--- config.mk ---
export PLATFORM = sky130hd
export DESIGN_NAME = stepper_feed_mode_sequencer
export DESIGN_NICKNAME = d
export VERILOG_FILES = /design/src/core/step_rate_divider.v /design/src/core/stepper_feed_mode_sequencer.v
export VERILOG_INCLUDE_DIRS = /design/src /design/src/core
export SDC_FILE = /design/constraint.sdc
export NUM_CORES = 1
export LEC_CHECK = 0
export BUFFER_PORTS_ARGS = -buffer_cell sky130_fd_sc_hd__buf_4
export CAP_MARGIN = 0
export CORE_ASPECT_RATIO = 1.2
export CORE_UTILIZATION = 30
export CTS_CLUSTER_DIAMETER = 120
export DETAILED_ROUTE_END_ITERATION = 8
export HOLD_SLACK_MARGIN = 0.06
export PLACE_DENSITY = 0.49
export SYNTH_ARGS = -nofsm -noshare
export SYNTH_HDL_FRONTEND = slang
export SYNTH_SLANG_ARGS = --single-unit
--- constraint.sdc ---
create_clock -name clk -period 2.64 [get_ports clk]
set_input_delay 0 -clock clk [delete_from_list [all_inputs] [get_ports clk]]
set_output_delay 0 -clock clk [all_outputs]
set_load 0.005 [all_outputs]
--- src/core/stepper_defines.vh ---
// constants for the feed motor sequencer, which passes PERIOD_W to its step rate divider as the width
`ifndef STEPPER_DEFINES_VH
`define STEPPER_DEFINES_VH

// system clock rate in hertz
`define CLK_HZ          10000000

// step rates in steps per second
`define FAST_PPS        432
`define SLOW_PPS        216

// feed per step in micrometres, for reference by step counting software
`define FEED_UM_PER_STEP 130

// function select codes
`define FUNC_STANDBY    3'h0
`define FUNC_COPY       3'h1
`define FUNC_FAX_SEND   3'h2
`define FUNC_FAX_RECV   3'h3
`define FUNC_PAPER_FEED 3'h4
`define FUNC_DOC_FEED   3'h5

// resolution select codes
`define RES_STANDARD    2'h0
`define RES_FINE        2'h1
`define RES_PHOTO       2'h2
`define RES_SUPER_FINE  2'h3

// coil outputs, bit order {b_neg, a_neg, b_pos, a_pos}
`define COILS_OFF       4'h0
`define COIL_A          4'h1
`define COIL_AB         4'h3
`define COIL_B          4'h2
`define COIL_BNA        4'h6
`define COIL_NA         4'h4
`define COIL_NANB       4'hc
`define COIL_NB         4'h8
`define COIL_NBA        4'h9

// reset value and register widths
`define RESET_PHASE_IDX 3'h0
`define STEP_COUNT_W    16
`define PERIOD_W        16

`endif

--- src/core/step_rate_divider.v ---
// step rate divider: one tick every period clock cycles
`default_nettype none

module step_rate_divider #(
	parameter W = 16
) (
	input  wire         clk,
	input  wire         rstn,
	input  wire         restart,
	input  wire [W-1:0] period,
	output reg          tick
);

	reg [W-1:0] count;

	// restart holds the count at zero so the first tick lands a full period later
	always @(posedge clk or negedge rstn) begin
		if (!rstn) begin
			count <= {W{1'b0}};
			tick  <= 1'b0;
		end else if (restart) begin
			count <= {W{1'b0}};
			tick  <= 1'b0;
		end else if (count == period - {{(W-1){1'b0}}, 1'b1}) begin
			count <= {W{1'b0}};
			tick  <= 1'b1; // see (RL9)
		end else begin
			count <= count + {{(W-1){1'b0}}, 1'b1};
			tick  <= 1'b0;
		end
	end

endmodule

`default_nettype wire

--- src/core/stepper_feed_mode_sequencer.v ---
// feed stepping motor sequencer: phase pattern, step rate and coil supply control
//
// Overview of operation
// (RL1) fax send standard: two-two pattern, 432 pps
// (RL2) other fine, photo, feed modes: one-two, 432 pps
// (RL3) super fine: one-two pattern at 216 pps
// (RL4) stand-by: all phases off, no steps
// (RL5) receive pause drops high-voltage enable, holding supply
// (RL6) cam home switch low means home position
// (RL7) high-voltage enable high while motor is driven
// (RL8) each step advances pattern one increment in order
// (RL9) step period from clock through programmable divider
`include "stepper_defines.vh"
`default_nettype none

module stepper_feed_mode_sequencer #(
	parameter integer CLK_HZ      = `CLK_HZ,
	parameter integer FAST_CYCLES = CLK_HZ / `FAST_PPS,
	parameter integer SLOW_CYCLES = CLK_HZ / `SLOW_PPS
) (
	input  wire                     clk,
	input  wire                     rstn,
	input  wire [2:0]               func_sel,
	input  wire [1:0]               res_sel,
	input  wire                     run,
	input  wire                     cam_home_switch_n,
	output reg  [3:0]               coil,
	output reg                      hv_enable,
	output reg                      step_pulse,
	output reg                      half_step,
	output reg                      slow_rate,
	output reg  [`STEP_COUNT_W-1:0] step_count,
	output reg                      cam_home,
	output reg                      cam_home_arrive,
	output reg                      func_invalid
);

	localparam [`PERIOD_W-1:0] FAST_PERIOD = FAST_CYCLES[`PERIOD_W-1:0];
	localparam [`PERIOD_W-1:0] SLOW_PERIOD = SLOW_CYCLES[`PERIOD_W-1:0];

	// drive modes, bit order {standby, two_two, slow}
	localparam [2:0] MODE_FAST    = 3'h0;
	localparam [2:0] MODE_SLOW    = 3'h1;
	localparam [2:0] MODE_TWO_TWO = 3'h2;
	localparam [2:0] MODE_STANDBY = 3'h4;

	// eight-entry half-step table; odd entries energise two phases
	function [3:0] coil_pattern;
		input [2:0] idx;
		begin
			case (idx)
				3'h0:    coil_pattern = `COIL_A;
				3'h1:    coil_pattern = `COIL_AB;
				3'h2:    coil_pattern = `COIL_B;
				3'h3:    coil_pattern = `COIL_BNA;
				3'h4:    coil_pattern = `COIL_NA;
				3'h5:    coil_pattern = `COIL_NANB;
				3'h6:    coil_pattern = `COIL_NB;
				3'h7:    coil_pattern = `COIL_NBA;
				default: coil_pattern = `COILS_OFF;
			endcase
		end
	endfunction

	// mode lookup from function and resolution
	function [2:0] drive_mode;
		input [2:0] func;
		input [1:0] res;
		begin
			case (func)
				`FUNC_COPY: begin
					// standard copy runs like fine, at full rate
					if (res == `RES_SUPER_FINE)
						drive_mode = MODE_SLOW; // see (RL3)
					else
						drive_mode = MODE_FAST; // see (RL2)
				end
				`FUNC_FAX_SEND: begin
					case (res)
						`RES_STANDARD:   drive_mode = MODE_TWO_TWO; // see (RL1)
						`RES_SUPER_FINE: drive_mode = MODE_SLOW; // see (RL3)
						default:         drive_mode = MODE_FAST; // see (RL2)
					endcase
				end
				`FUNC_FAX_RECV: begin
					if (res == `RES_SUPER_FINE)
						drive_mode = MODE_SLOW; // see (RL3)
					else
						drive_mode = MODE_FAST; // see (RL2)
				end
				`FUNC_PAPER_FEED,
				`FUNC_DOC_FEED: begin
					drive_mode = MODE_FAST; // see (RL2)
				end
				default: begin
					// codes above document feed fall back to stand-by
					drive_mode = MODE_STANDBY; // see (RL4)
				end
			endcase
		end
	endfunction

	reg  [2:0]              phase_idx;
	reg                     slow_q;
	reg                     home_sync1;
	reg                     home_sync2;
	reg                     home_prev;
	reg  [2:0]              next_idx;
	reg  [`PERIOD_W-1:0]    period;

	// a pause keeps the mode but drops run, so the coils hold without stepping
	wire [2:0] mode      = drive_mode(func_sel, res_sel);
	wire       standby   = mode[2];
	wire       two_two   = mode[1];
	wire       slow      = mode[0];
	wire       active    = run & ~standby;
	wire       restart   = ~active | (slow != slow_q);
	wire       tick;
	wire       step_now  = tick & active;

	always @* begin
		period = slow ? SLOW_PERIOD : FAST_PERIOD; // see (RL3)
	end

	// two-two moves two table entries per step, realigning onto an odd entry
	always @* begin
		if (two_two)
			next_idx = phase_idx + (phase_idx[0] ? 3'h2 : 3'h1); // see (RL8)
		else
			next_idx = phase_idx + 3'h1; // see (RL8)
	end

	// the divider is held while stopped so every run starts on a full period
	step_rate_divider #(
		.W(`PERIOD_W)
	) u_rate (
		.clk     (clk),
		.rstn    (rstn),
		.restart (restart),
		.period  (period),
		.tick    (tick)
	);

	// rate change restarts the divider so no short step appears at the switch
	always @(posedge clk or negedge rstn) begin
		if (!rstn)
			slow_q <= 1'b0;
		else
			slow_q <= slow;
	end

	always @(posedge clk or negedge rstn) begin
		if (!rstn) begin
			phase_idx  <= `RESET_PHASE_IDX;
			coil       <= `COILS_OFF;
			step_pulse <= 1'b0;
			step_count <= {`STEP_COUNT_W{1'b0}};
		end else if (standby) begin
			// phase index is kept so the pattern resumes where the rotor stopped
			coil       <= `COILS_OFF; // see (RL4)
			step_pulse <= 1'b0;
			step_count <= {`STEP_COUNT_W{1'b0}};
		end else if (step_now) begin
			phase_idx  <= next_idx; // see (RL8)
			coil       <= coil_pattern(next_idx);
			step_pulse <= 1'b1;
			step_count <= step_count + {{(`STEP_COUNT_W-1){1'b0}}, 1'b1};
		end else begin
			// coils stay energised between steps to hold position
			coil       <= coil_pattern(phase_idx);
			step_pulse <= 1'b0;
		end
	end

	// full supply only while stepping; any pause, receive included, falls to holding supply
	always @(posedge clk or negedge rstn) begin
		if (!rstn) begin
			hv_enable <= 1'b0;
		end else begin
			hv_enable <= active; // see (RL7) see (RL5) see (RL4)
		end
	end

	// status outputs follow the decoded mode and the function code one cycle late
	always @(posedge clk or negedge rstn) begin
		if (!rstn) begin
			half_step    <= 1'b0;
			slow_rate    <= 1'b0;
			func_invalid <= 1'b0;
		end else begin
			half_step    <= ~standby & ~two_two;
			slow_rate    <= ~standby & slow;
			func_invalid <= (func_sel > `FUNC_DOC_FEED);
		end
	end

	// switch is a pin, so it passes two flip-flops before anything reads it
	always @(posedge clk or negedge rstn) begin
		if (!rstn) begin
			home_sync1 <= 1'b1;
			home_sync2 <= 1'b1;
			home_prev  <= 1'b1;
		end else begin
			home_sync1 <= cam_home_switch_n;
			home_sync2 <= home_sync1;
			home_prev  <= home_sync2;
		end
	end

	always @(posedge clk or negedge rstn) begin
		if (!rstn) begin
			cam_home        <= 1'b0;
			cam_home_arrive <= 1'b0;
		end else begin
			cam_home        <= ~home_sync2; // see (RL6)
			// high to low on the synchronised switch is the arrival at home
			cam_home_arrive <= home_prev & ~home_sync2; // see (RL6)
		end
	end

endmodule

`default_nettype wire

==> key figures <==
Power and ir drop
  • Comb pwr share: 0.056
  • Sw Pwr: 0.313 mW
  • Worst VDD drop: 212 µV
  • Flop pwr share: 0.558
  • P_leak: 1.25 nW
  • Switch share: 0.222
  • Clock network fraction of total power: 0.386
  • Internal power: 1.09 mW
  • Pwr dens: 463 mW/mm²

Detailed routing
  • Initial drt markers: 110
  • First-pass DRT Iterations: 4
  • DRT Wirelength: 5.47 mm
  • DRC errors left: 0
  • Via/cell ratio: 5.28
  • Detail-routed net length per standard cell: 14.3 µm
  • Antenna Nets Post-Route: 0
  • Vias: 2022

Setup path
  • Worst-path fanout max: 5
  • WS Path Type: register to register
  • Worst setup EP type: register
  • Crit path launch type: register
  • Reg2Reg Setup Slack: 0.69 ns
  • Worst Path Required: 2.82 ns
  • Signal arrival time at the worst endpoint: 2.13 ns

Floorplan
  • Starting density of the core: 0.308
  • Num rows: 36
  • Horiz. Die Dim: 85.3 µm
  • Core ar.: 0.00811 mm²
  • IO Count: 36
  • DIE HEIGHT: 102 µm
  • Die area: 0.00870 mm²

STA
  • Peak Freq: 512 MHz
  • Max_slew headroom: 0.517
  • Final hold slack: 0.0956 ns
  • Final slew viol count: 0
  • Worst Slack Setup Final: 0.688 ns
  • Final Setup Violations: 0
  • Fin crit period: 1.95 ns
  • RSZ-0062 raised after global routing: no
  • Final period util: 0.739
  • Final Hold Fails: 0
  • Worst Tran Pin Value: 0.723 ns
  • Setup TNS: 0 ns
  • Setup Skew: 0.0123 ns

Global routing
  • Largest net degree at the start of global routing: 51
  • Global route overflow: 0
  • Initial antenna violation count: 0
  • Total global-route track usage: 0.128
  • Vias in the first global route: 1900
  • Global-route wire length before repair: 8.87 mm

Worst hold path
  • Hold WC Path Type: input port to register

CTS
  • H-tree levels: 2
  • Clock transition at the registers of the reported paths: 0.09 ns
  • CTS tree: yes
  • Number of CTS-inserted buffers: 5
  • Clock Latency Late Sink: 0.30 ns
  • Sink Count: 50
  • Max clock buf depth: 2
  • CTS root buf: clkbuf_8

Placement
  • Dpl cells: 368
  • RD Place Congestion: 0.871
  • Dpl ws: 0.682 ns
  • HPWL after DPL: 3.72 mm
  • IO buf count: 35

Status
  • Outcome: finished, final reports clean

Synthesis
  • Post-Syn Nets: 259
  • Seq/Total Area, Yosys: 0.502
  • Top cells by area, synth: dfrtp_1 47%, a211oi_1 3.9%, xnor2_1 3.9%
  • Area leader, netlist: dfrtp_1
  • Post-synth cell types: 40
  • Top cell type's share of synthesized area: 0.471
  • Yosys Warn Count: 0
  • Syn avg cell area: 10.2 µm²
  • Cells after Synth: 246
  • Synth Register Bits: 50
  • Netlist Area Pre-Place: 0.00250 mm²

Finish
  • Non-filler cells, final: 383
  • Fraction of layout cells with a size suffix above 1: 0.208
  • Nets: 300
  • Ant. Diodes: 0
  • Layout fillers: 823
  • Area Overhead vs Synth: 21.5%

Flow run
  • MaxCap Viol Count: 0
## timing repair
action,CTS,global route
setup endpoints to repair,0,0
resized for setup,0,0
endpoints found under the hold margin,51,0
hold buffers,7,0
buffers inserted,0,0
## placed cells by master (no fill, tap or decap), types with 3 or more instances in the layout
| cell type | n |
|---|---|
| a211oi_1 | 13 |
| a21oi_1 | 15 |
| a221oi_1 | 4 |
| a31o_2 | 3 |
| and2_1 | 3 |
| and3_1 | 4 |
| buf_4 | 37 |
| clkbuf_8 | 5 |
| dfrtp_1 | 47 |
| dfstp_2 | 3 |
| dlygate4sd3_1 | 7 |
| ha_1 | 4 |
| inv_1 | 10 |
| nand2_1 | 22 |
| nand3_1 | 7 |
| nand4_1 | 6 |
| nor2_1 | 11 |
| nor2b_1 | 3 |
| nor3_1 | 4 |
| nor4_1 | 5 |
| o21ai_0 | 11 |
| o31ai_1 | 9 |
| or3_1 | 7 |
| or3_4 | 3 |
| or4_1 | 8 |
| xnor2_1 | 11 |
| xor2_1 | 7 |
## synth_stat cells
cell type / instances
and2_1: 3
and3_1: 4
or2b_1: 1
nand3_2: 1
nor2b_1: 3
o21ai_0: 11
inv_1: 10
nand4_1: 6
dfrtp_1: 47
or3_4: 3
a211oi_1: 13
or3_1: 7
and3b_1: 1
nor2_1: 11
or4_1: 8
and4_1: 1
o31ai_1: 9
nor3_1: 4
a31oi_1: 2
and3_2: 1
buf_2: 2
nand3b_1: 1
a31o_2: 3
mux2_2: 1
ha_1: 4
xor2_1: 7
nand4b_1: 1
nor4b_2: 1
a21oi_1: 15
or4_4: 1
nand4_2: 1
nor4_1: 5
a221oi_2: 1
xnor2_1: 11
clkbuf_1: 8
dfstp_2: 3
a221oi_1: 4
nand3_1: 7
nand2_1: 22
o221ai_1: 2
## stage by stage
stage	cell area, µm²	utilization	power [mW]
finish	3040	0.374	1.41
global route	3040	0.374	1.47
CTS	3040	0.374	1.43
detailed placement	2860	0.352	0.874
global placement	2860	0.352	0.874
floorplan	2500	-	0.826
## cells by family after synthesis
family,count (synthesis),synth area share
AND/OR/NAND/NOR,93,0.218
AO/OA/AOI/OAI,60,0.161
flip-flops,50,0.502
buffers and inverters,20,0.0310
XOR/XNOR,18,0.0631
adder cells (fa/ha/maj),4,0.0200
multiplexers,1,0.00451
## power groups by stage
stage	clock, mW	combinational [mW]	sequential (mW)
6_report	0.543	0.0792	0.785
5_1_grt	0.591	0.0905	0.786
4_1_cts	0.565	0.0818	0.785
3_5_place_dp	0	0.0735	0.800
3_3_place_gp	0	0.0739	0.800
2_1_floorplan	0	0.0253	0.800
## routing by layer
metal	vias to the layer above	global-route usage	wire, µm
met5	-	0	0
met4	0	0.0385	63
met3	5	0.0275	174
met2	39	0.233	2820
met1	983	0.151	2410
li1	995	-	-
## final timing paths
| kind | startpoint | endpoint | cells after the start |
|---|---|---|---|
| min reg2reg | home_sync1 | home_sync2 | 0 |
| max reg2reg | u_rate.count[0] | u_rate.count[12] | 5 |
| max in group asynchronous | rstn | u_rate.count[2] | 2 |
| max | u_rate.count[0] | u_rate.count[12] | 5 |
| min | func_sel[1] | func_invalid | 3 |
| min in group asynchronous | rstn | coil[0] | 2 |
## registers in the layout, indices dropped and copies added, names as in the netlist
name,count
step_count,16
u_rate.count,16
coil,4
phase_idx,3
cam_home,1
cam_home_arrive,1
func_invalid,1
half_step,1
home_prev,1
home_sync1,1
home_sync2,1
hv_enable,1
slow_q,1
step_pulse,1
u_rate.tick,1
## critical path: stages (launching register included)
cell,delay (ns)
dfrtp_1,0.41
ha_1,0.22
and3_2,0.25
nand3_1,0.15
or4_1,0.53
a221oi_1,0.28
## area by class of cell
cell class	count	area, µm²	share of cell area
inverter	10	37.5	0.0124
sequential	50	1250	0.413
clock inverter	2	37.5	0.0124
tap	95	119	0.0392
timing repair buffer	44	348	0.115
clock buffer	6	72.6	0.0239
multi-input combinational	176	1170	0.384
(Power assumes the default switching activity.)
